`config.mk`:
```
export PLATFORM = sky130hd
export DESIGN_NAME = mcfp_clk_ctl
export DESIGN_NICKNAME = d
export VERILOG_FILES = /design/src/verilog/mcfp_pkg.sv /design/src/verilog/mcfp_shot_if.sv /design/src/verilog/mcfp_clk_ctl.sv /design/src/verilog/mcfp_read_shot.sv
export SDC_FILE = /design/constraint.sdc
export NUM_CORES = 1
export LEC_CHECK = 0
export ABC_AREA = 1
export BUFFER_PORTS_ARGS = -buffer_cell sky130_fd_sc_hd__buf_2
export CAP_MARGIN = 20
export CORE_ASPECT_RATIO = 0.5
export CORE_MARGIN = 5
export CORE_UTILIZATION = 35
export CTS_BUF_LIST = sky130_fd_sc_hd__clkbuf_4
export DETAILED_ROUTE_END_ITERATION = 12
export HOLD_SLACK_MARGIN = 0.12
export SLEW_MARGIN = 10
export SYNTH_ARGS = -nofsm -noshare
export SYNTH_HDL_FRONTEND = slang
export SYNTH_SLANG_ARGS = --single-unit
```
`constraint.sdc`:
```
create_clock -name i_sys_clk -period 1.7 [get_ports i_sys_clk]
set_input_delay 0.17 -clock i_sys_clk [delete_from_list [all_inputs] [get_ports i_sys_clk]]
set_output_delay 0.17 -clock i_sys_clk [all_outputs]
set_load 0.005 [all_outputs]
```
`src/verilog/mcfp_pkg.sv`:
```
// Constants and types shared by the clock and flash pulse control block
`default_nettype none
package mcfp_pkg;
   // Register indices; byte address is four times the index
   localparam logic [15:0] MCLK_IDX = 16'h008F;
   localparam logic [15:0] FPC_IDX = 16'hFFF2;
   localparam logic [15:0] PDC_IDX = 16'hFFF1;
   localparam logic [15:0] STAT_IDX = 16'hFFF3;
   localparam int ADR_W = 18;

   // Reset values and writable-bit masks
   localparam logic [7:0] MCLK_RST = 8'h0A;
   localparam logic [7:0] FPC_RST = 8'h10;
   localparam logic [7:0] PDC_RST = 8'h00;
   localparam logic [7:0] MCLK_MASK = 8'hE7;
   localparam logic [7:0] FPC_MASK = 8'h30;
   localparam logic [7:0] PDC_MASK = 8'h80;

   // Field positions
   localparam int MCLK_OSC_DIS_BIT = 7;
   localparam int MCLK_KEY_DIS_BIT = 6;
   localparam int MCLK_CARD_DIS_BIT = 5;
   localparam int MCLK_MULT_LSB = 0;
   localparam int MULT_W = 3;
   localparam int FPC_PASS_BIT = 5;
   localparam int FPC_LONG_BIT = 4;
   localparam int PDC_REQ_BIT = 7;
   localparam int STAT_OSC_OFF_BIT = 0;
   localparam int STAT_KEY_OFF_BIT = 1;
   localparam int STAT_CARD_OFF_BIT = 2;
   localparam int STAT_PD_DONE_BIT = 3;

   // VCO ratio = multiplier_value * 2 + 4
   localparam int RATIO_W = 5;
   localparam logic [RATIO_W-1:0] RATIO_OFFSET = 5'h04;

   // Timing
   localparam int CLK_PERIOD_PS = 4000;
   localparam int PULSE_LONG_PS = 66000;
   localparam int PULSE_SHORT_PS = 40000;
   // Longest times: round down, never below one cycle
   localparam int PULSE_LONG_CYC = (PULSE_LONG_PS / CLK_PERIOD_PS) < 1 ? 1
                                   : (PULSE_LONG_PS / CLK_PERIOD_PS);
   localparam int PULSE_SHORT_CYC = (PULSE_SHORT_PS / CLK_PERIOD_PS) < 1 ? 1
                                    : (PULSE_SHORT_PS / CLK_PERIOD_PS);
   localparam int PULSE_CNT_W = 5;
   localparam logic [PULSE_CNT_W-1:0] PULSE_LONG_LOAD =
      PULSE_CNT_W'(PULSE_LONG_CYC - 1);
   localparam logic [PULSE_CNT_W-1:0] PULSE_SHORT_LOAD =
      PULSE_CNT_W'(PULSE_SHORT_CYC - 1);
   localparam int PD_DELAY_CYC = 32;
   localparam int PD_CNT_W = 6;
   localparam logic [PD_CNT_W-1:0] PD_DELAY_LAST =
      PD_CNT_W'(PD_DELAY_CYC - 1);

   typedef enum logic [1:0] {PD_RUN, PD_WAIT, PD_DOWN} mcfp_pd_state_t;

   // Byte address of a register index
   function automatic logic [ADR_W-1:0] mcfp_byte_addr(
      input logic [15:0] idx);
      mcfp_byte_addr = {idx, 2'b00};
   endfunction : mcfp_byte_addr
endpackage : mcfp_pkg
`default_nettype wire

```
`src/verilog/mcfp_shot_if.sv`:
```
// Carrier between the control registers and the flash read one-shot
`timescale 1ns/100ps
`default_nettype none
interface mcfp_shot_if;
   logic rd_req;
   logic pass;
   logic long_sel;
   logic rd_out;
   modport ctl (output rd_req, output pass, output long_sel,
                input rd_out);
   modport shot (input rd_req, input pass, input long_sel,
                 output rd_out);
endinterface : mcfp_shot_if
`default_nettype wire
```
`src/verilog/mcfp_clk_ctl.sv`:
```
// Master clock control, power-down sequencing and flash pulse control
`timescale 1ns/100ps
`default_nettype none
// Functional notes
// - Passthrough bit set forwards the flash read strobe unchanged.
// - Passthrough clear limits each strobe to a one-shot counted in system clock cycles.
// - Shortened pulse is about 66ns with long select, else about 40ns.
// - Oscillator disable bit at 1 stops crystal oscillator and VCO/PLL.
// - Power-down stops oscillator and VCO/PLL but keeps the stored bit.
// - Keypad clock disable gates keypad clock; power-down gates it too.
// - Card clock disable gates card clock; power-down gates it too.
// - Card insertion and removal detection stays alive with card clock off.
// - VCO ratio to crystal equals multiplier value times two plus four.
// - Master clock register resets to 0x0A, multiplier two, ratio eight.
// - Flash pulse register resets to 0x10: long select on, passthrough off.
// - Oscillator and VCO/PLL stop 34 cycles after the power-down request bit is set (32-cycle wait).
module mcfp_clk_ctl
   import mcfp_pkg::*;
(
   input wire logic i_sys_clk,           // System clock, 250 MHz
   input wire logic i_rst,               // Synchronous reset, active high
   input wire logic i_wb_cyc,            // Wishbone cycle
   input wire logic i_wb_stb,            // Wishbone strobe
   input wire logic i_wb_we,             // Wishbone write enable
   input wire logic [ADR_W-1:0] i_wb_adr, // Wishbone byte address
   input wire logic [3:0] i_wb_sel,      // Wishbone byte selects
   input wire logic [31:0] i_wb_dat,     // Wishbone write data
   output logic [31:0] o_wb_dat,         // Wishbone read data
   output logic o_wb_ack,                // Wishbone acknowledge
   input wire logic i_flash_rd,          // Flash read strobe from the CPU
   output logic o_flash_rd,              // Flash read strobe to the flash
   output logic o_osc_off,               // Oscillator and VCO/PLL off
   output logic o_keypad_clk_en,         // Keypad logic clock enable
   output logic o_card_clk_en,           // Smart card logic clock enable
   output logic o_card_detect_en,        // Card insert/remove detect enable
   output logic [MULT_W-1:0] o_vco_mult, // Multiplier value
   output logic [RATIO_W-1:0] o_vco_ratio // VCO to crystal ratio
);
   logic [7:0] mclk_q;
   logic [7:0] fpc_q;
   logic [7:0] pdc_q;
   logic [7:0] stat_w;
   logic ack_q;
   logic [31:0] rdat_q;
   logic req_w;
   logic wr_w;
   mcfp_pd_state_t pd_state_q;
   logic [PD_CNT_W-1:0] pd_cnt_q;
   logic osc_off_q;
   logic key_en_q;
   logic card_en_q;
   logic detect_q;
   logic [MULT_W-1:0] mult_q;
   logic [RATIO_W-1:0] ratio_q;
   logic pd_down_w;

   mcfp_shot_if shot_bus ();

   // Bus request: a new access is taken only while no ack is pending,
   // which gives exactly one ack per classic cycle
   assign req_w = i_wb_cyc && i_wb_stb && !ack_q;
   assign wr_w = req_w && i_wb_we && i_wb_sel[0];

   // Merges a write byte into a register, keeping reserved bits zero
   function automatic logic [7:0] merge_wr(input logic [7:0] data,
                                           input logic [7:0] mask);
      merge_wr = data & mask;
   endfunction : merge_wr

   always_ff @(posedge i_sys_clk) begin
      if (i_rst) begin
         ack_q <= 1'b0;
      end else begin
         ack_q <= req_w;
      end
   end

   always_ff @(posedge i_sys_clk) begin
      if (i_rst) begin
         mclk_q <= MCLK_RST;
      end else if (wr_w && i_wb_adr == mcfp_byte_addr(MCLK_IDX)) begin
         mclk_q <= merge_wr(i_wb_dat[7:0], MCLK_MASK);
      end
   end

   always_ff @(posedge i_sys_clk) begin
      if (i_rst) begin
         fpc_q <= FPC_RST;
      end else if (wr_w && i_wb_adr == mcfp_byte_addr(FPC_IDX)) begin
         fpc_q <= merge_wr(i_wb_dat[7:0], FPC_MASK);
      end
   end

   // Power-down request; cleared only by software or reset
   always_ff @(posedge i_sys_clk) begin
      if (i_rst) begin
         pdc_q <= PDC_RST;
      end else if (wr_w && i_wb_adr == mcfp_byte_addr(PDC_IDX)) begin
         pdc_q <= merge_wr(i_wb_dat[7:0], PDC_MASK);
      end
   end

   always_comb begin
      stat_w = 8'h00;
      stat_w[STAT_OSC_OFF_BIT] = osc_off_q;
      stat_w[STAT_KEY_OFF_BIT] = !key_en_q;
      stat_w[STAT_CARD_OFF_BIT] = !card_en_q;
      stat_w[STAT_PD_DONE_BIT] = pd_down_w;
   end

   // Read data; unmapped addresses answer with zero and ignore writes
   always_ff @(posedge i_sys_clk) begin
      if (i_rst) begin
         rdat_q <= 32'h0000_0000;
      end else if (req_w && !i_wb_we) begin
         case (i_wb_adr)
            mcfp_byte_addr(MCLK_IDX): rdat_q <= {24'h00_0000, mclk_q};
            mcfp_byte_addr(FPC_IDX): rdat_q <= {24'h00_0000, fpc_q};
            mcfp_byte_addr(PDC_IDX): rdat_q <= {24'h00_0000, pdc_q};
            mcfp_byte_addr(STAT_IDX): rdat_q <= {24'h00_0000, stat_w};
            default: rdat_q <= 32'h0000_0000;
         endcase
      end else begin
         rdat_q <= 32'h0000_0000;
      end
   end

   // Power-down sequence: the delay leaves the CPU time to stop itself
   // before its clock source goes away
   always_ff @(posedge i_sys_clk) begin
      if (i_rst) begin
         pd_state_q <= PD_RUN;
         pd_cnt_q <= '0;
      end else begin
         case (pd_state_q)
            PD_RUN: begin
               pd_cnt_q <= '0;
               if (pdc_q[PDC_REQ_BIT]) begin
                  pd_state_q <= PD_WAIT;
               end
            end
            PD_WAIT: begin
               if (!pdc_q[PDC_REQ_BIT]) begin
                  pd_state_q <= PD_RUN;
               end else if (pd_cnt_q == PD_DELAY_LAST) begin
                  pd_state_q <= PD_DOWN;
               end else begin
                  pd_cnt_q <= pd_cnt_q + 1'b1;
               end
            end
            PD_DOWN: begin
               if (!pdc_q[PDC_REQ_BIT]) begin
                  pd_state_q <= PD_RUN;
               end
            end
            default: pd_state_q <= PD_RUN;
         endcase
      end
   end

   assign pd_down_w = (pd_state_q == PD_DOWN);

   // Power-down overrides the stored disables without touching them
   always_ff @(posedge i_sys_clk) begin
      if (i_rst) begin
         osc_off_q <= 1'b0;
      end else begin
         osc_off_q <= mclk_q[MCLK_OSC_DIS_BIT] || pd_down_w;
      end
   end

   always_ff @(posedge i_sys_clk) begin
      if (i_rst) begin
         key_en_q <= 1'b1;
         card_en_q <= 1'b1;
      end else begin
         key_en_q <= !mclk_q[MCLK_KEY_DIS_BIT]
                     && !pdc_q[PDC_REQ_BIT];
         card_en_q <= !mclk_q[MCLK_CARD_DIS_BIT]
                      && !pdc_q[PDC_REQ_BIT];
      end
   end

   // Detection must survive both card clock gating and power-down
   always_ff @(posedge i_sys_clk) begin
      if (i_rst) begin
         detect_q <= 1'b0;
      end else begin
         detect_q <= 1'b1;
      end
   end

   always_ff @(posedge i_sys_clk) begin
      if (i_rst) begin
         mult_q <= MCLK_RST[MCLK_MULT_LSB +: MULT_W];
         ratio_q <= {1'b0, MCLK_RST[MCLK_MULT_LSB +: MULT_W], 1'b0}
                    + RATIO_OFFSET;
      end else begin
         mult_q <= mclk_q[MCLK_MULT_LSB +: MULT_W];
         ratio_q <= {1'b0, mclk_q[MCLK_MULT_LSB +: MULT_W], 1'b0}
                    + RATIO_OFFSET;
      end
   end

   assign shot_bus.rd_req = i_flash_rd;
   assign shot_bus.pass = fpc_q[FPC_PASS_BIT];
   assign shot_bus.long_sel = fpc_q[FPC_LONG_BIT];

   mcfp_read_shot u_shot (
      .i_sys_clk (i_sys_clk),
      .i_rst     (i_rst),
      .shot      (shot_bus.shot)
   );

   assign o_wb_ack = ack_q;
   assign o_wb_dat = rdat_q;
   assign o_flash_rd = shot_bus.rd_out;
   assign o_osc_off = osc_off_q;
   assign o_keypad_clk_en = key_en_q;
   assign o_card_clk_en = card_en_q;
   assign o_card_detect_en = detect_q;
   assign o_vco_mult = mult_q;
   assign o_vco_ratio = ratio_q;

   logic [5:0] hi_run_q;
   always_ff @(posedge i_sys_clk) begin
      if (i_rst || !o_flash_rd) begin
         hi_run_q <= '0;
      end else if (hi_run_q != 6'h3F) begin
         hi_run_q <= hi_run_q + 1'b1;
      end
   end
endmodule : mcfp_clk_ctl
`default_nettype wire

```
`src/verilog/mcfp_read_shot.sv`:
```
// One-shot that shortens the flash read strobe
`timescale 1ns/100ps
`default_nettype none
module mcfp_read_shot
   import mcfp_pkg::*;
(
   input wire logic i_sys_clk, // System clock
   input wire logic i_rst,     // Synchronous reset, active high
   mcfp_shot_if.shot shot      // Strobe in, shaped strobe out
);
   logic req_q;
   logic pulse_q;
   logic [PULSE_CNT_W-1:0] cnt_q;

   always_ff @(posedge i_sys_clk) begin
      if (i_rst) begin
         req_q <= 1'b0;
      end else begin
         req_q <= shot.rd_req;
      end
   end

   // Length counted in system cycles, so it is fixed in time whatever
   // rate the processor strobes at
   always_ff @(posedge i_sys_clk) begin
      if (i_rst) begin
         pulse_q <= 1'b0;
         cnt_q <= '0;
      end else if (shot.pass) begin
         pulse_q <= shot.rd_req;
         cnt_q <= '0;
      end else if (shot.rd_req && !req_q) begin
         pulse_q <= 1'b1;
         cnt_q <= shot.long_sel ? PULSE_LONG_LOAD
                                : PULSE_SHORT_LOAD;
      end else if (pulse_q) begin
         if (!shot.rd_req || cnt_q == '0) begin
            pulse_q <= 1'b0;
         end
         if (cnt_q != '0) begin
            cnt_q <= cnt_q - 1'b1;
         end
      end
   end

   assign shot.rd_out = pulse_q;
endmodule : mcfp_read_shot
`default_nettype wire

```
==> results.yml <==
outcome:
  outcome: "finished, final reports clean"
power_and_ir_drop:
  p_leak_nw: 1.35
  powerDensity_mw_per_mm2: 659
  vdd_drop_max_v: 0.000241
logic_synthesis:
  synth_top_cell_by_area: "dfxtp_1"
  synth_seq_cells: 44
  synth_top_area_share_pct: 38.3
  synthFlopType: "dfxtp_1"
  synthArstFlopShare_pct: 0
  synthTopCellsByArea: "dfxtp_1 (38%), nand2_1 (9.2%), nor2_1 (9.2%), inv_1 (8.8%), buf_4 (8.5%)"
  synthTopCellsByCount: "nand2_1 (56), nor2_1 (56), inv_1 (54), dfxtp_1 (44), nand3_1 (28)"
  yosysSeqAreaShare_pct: 38.3
  postSynthAreaPerCell_um2: 6.88
  synth.distinct_cells: 28
  synthCells: 334
  synth_area_mm2: 0.00230
  yosys_warnings: 0
  synth-edff-count: 0
timing:
  rsz0062_at_grt: "no"
  hold_ws_ns: 0.137
  clock.fmax_mhz: 660
  slew_viol_final: 0
  hold_viol_final: 0
  fin_tns_setup_ns: 0
  period_needed_ns: 1.52
  timing.final.crit_share_pct: 89.2
  setup_viol: 0
  clock_skew_ns: 0.0142
floorplan:
  die_area_mm2: 0.00838
  die_h_um: 67.3
  rows: 20
  io_pins: 106
  start_util_pct: 37.0
  coreArea_mm2: 0.00621
  die_x_um: 125
cells_and_area:
  syn_to_final_growth_pct: 15.6
  drive_above_1_share_pct: 19.0
  n_antenna_cell: 0
  final_nets: 457
worst_setup_path:
  reg2reg_depth: 8
  reg2reg_slack_ns: 0.18
  critPathMaxFanout: 7
  worstSetupEndpointType: "flip-flop"
  cp.required_ns: 1.94
  start_kind: "flip-flop"
  worstSetupPathType: "flip-flop to flip-flop"
  arrival_ns: 1.76
route:
  first_pass_iters: 4
  initialDrtViolationCount: 111
  ant_nets: 0
  post_drt_wl_per_cell_um: 9.88
  vias: 2005
  wl_um: 4770
  drc: 0
  via_per_inst: 4.15
clocking:
  cts_buffers: 5
  insertion_delay_ns: 0.35
  cts_buffer_depth: 2
  cts_sinks: 44
  clk_pin_slew_ns: 0.12
  postCtsSetupBuffers: 0
  cts_root_buf: "clkbuf_4"
  h-tree-depth: 2
  cts_resized: 0
  cts_tree: "done"
  cts_hold_buf: 6
min_path:
  hold_depth: 4
  min_path_type: "input port to flip-flop"
placement:
  routabilityCongestion: 0.824
  port_buffers: 52
  dp_hpwl_um: 3880
global_route:
  antenna_found_initial: 0
  grt.overflow.total: 0
  grt_max_degree: 19
  grt_pass1_vias: 1787
  grt_pass1_wl_um: 7850
  grt_usage_pct: 11.4
job:
  maxCapViolCount: 0
[per-stage QoR]
stage	power (mW)	utilization (%)	setup WS, ns	area [µm²]	std cells
after global placement	1.26	40.9	0.197	2540	469
after global routing	1.85	42.8	0.0229	2660	483
after floorplan	1.24	-	0.369	2390	358
final	1.75	42.8	0.184	2660	483
after CTS	1.77	42.8	0.171	2660	483
after detailed placement	1.26	40.9	0.197	2540	469
[layout make-up]
| type | instances | area [µm²] |
|---|---|---|
| clock buffers | 7 | 52.6 |
| clock inverters | 1 | 3.75 |
| fillers | 671 | 3550 |
| inverters | 60 | 225 |
| multi-input cells | 224 | 1050 |
| flip-flops and latches | 44 | 881 |
| well taps | 88 | 110 |
| repair buffers | 59 | 328 |
[cells by family after synthesis]
logic type                 after synthesis  synth area share, %
and+or+nand+nor                        172                 34.4
buffers and inverters                   90                 19.7
DFF                                     44                 38.3
AOI/OAI and AO/OA                       23                 5.45
adders and majority gates                3                 1.63
xor gates and xnor gates                 1                0.381
other                                    1                0.163
[flip-flops by register name, indices dropped and copies added (netlist names), 2 cells and up]
signal,flops
pd_cnt_q,6
u_shot.cnt_q,5
mclk_q,7
o_vco_mult,3
o_wb_dat,8
pd_state_q,2
o_vco_ratio,3
fpc_q,2
[metal layers]
metal	part of all wire, %	vias to the layer above	wire [µm]	track usage, %
met1	49	843	2340	14.6
met2	44	45	2100	19.0
met5	0	-	0	0
met3	5.9	4	283	3.63
met4	1.0	0	48	3.28
li1	-	1113	-	-
[worst max-delay path, stage by stage, from the launching register on]
cell and delay, ns:
dfxtp_1 0.38, ha_1 0.20, nand2_1 0.08, nor2_1 0.12, nand2_1 0.08, nand2_1 0.15, nand2_1 0.18, a21oi_1 0.16
nor2_1 0.06
[placed cells by master, fill, tap and decap left out, types with 3 or more instances in the layout]
cell type / instances
nand2_1: 56
nor2_1: 56
inv_1: 54
buf_2: 52
dfxtp_1: 44
nand3_1: 28
conb_1: 25
nand4_1: 16
a21oi_1: 12
clkbuf_4: 7
inv_2: 6
dlygate4sd3_1: 6
nor3_1: 5
o21ai_1: 4
nand2_2: 3
nor2_2: 3
ha_1: 3
[power breakdown]
part           switching, mW  internal, mW
combinational          0.116        0.0757
clock                  0.308         0.191
sequential            0.0110          1.05
total                  0.436          1.31
[final timing paths]
path,start,endpoint
min,i_wb_we,o_wb_dat[4]$_SDFF_PP0_
max,pd_cnt_q[0]$_SDFFE_PP0P_,pd_cnt_q[2]$_SDFFE_PP0P_
max reg2reg,pd_cnt_q[0]$_SDFFE_PP0P_,pd_cnt_q[2]$_SDFFE_PP0P_
min reg2reg,mclk_q[6]$_SDFFE_PP0P_,o_keypad_clk_en$_SDFF_PP1_
No activity file was read; power rests on OpenSTA's default activity.
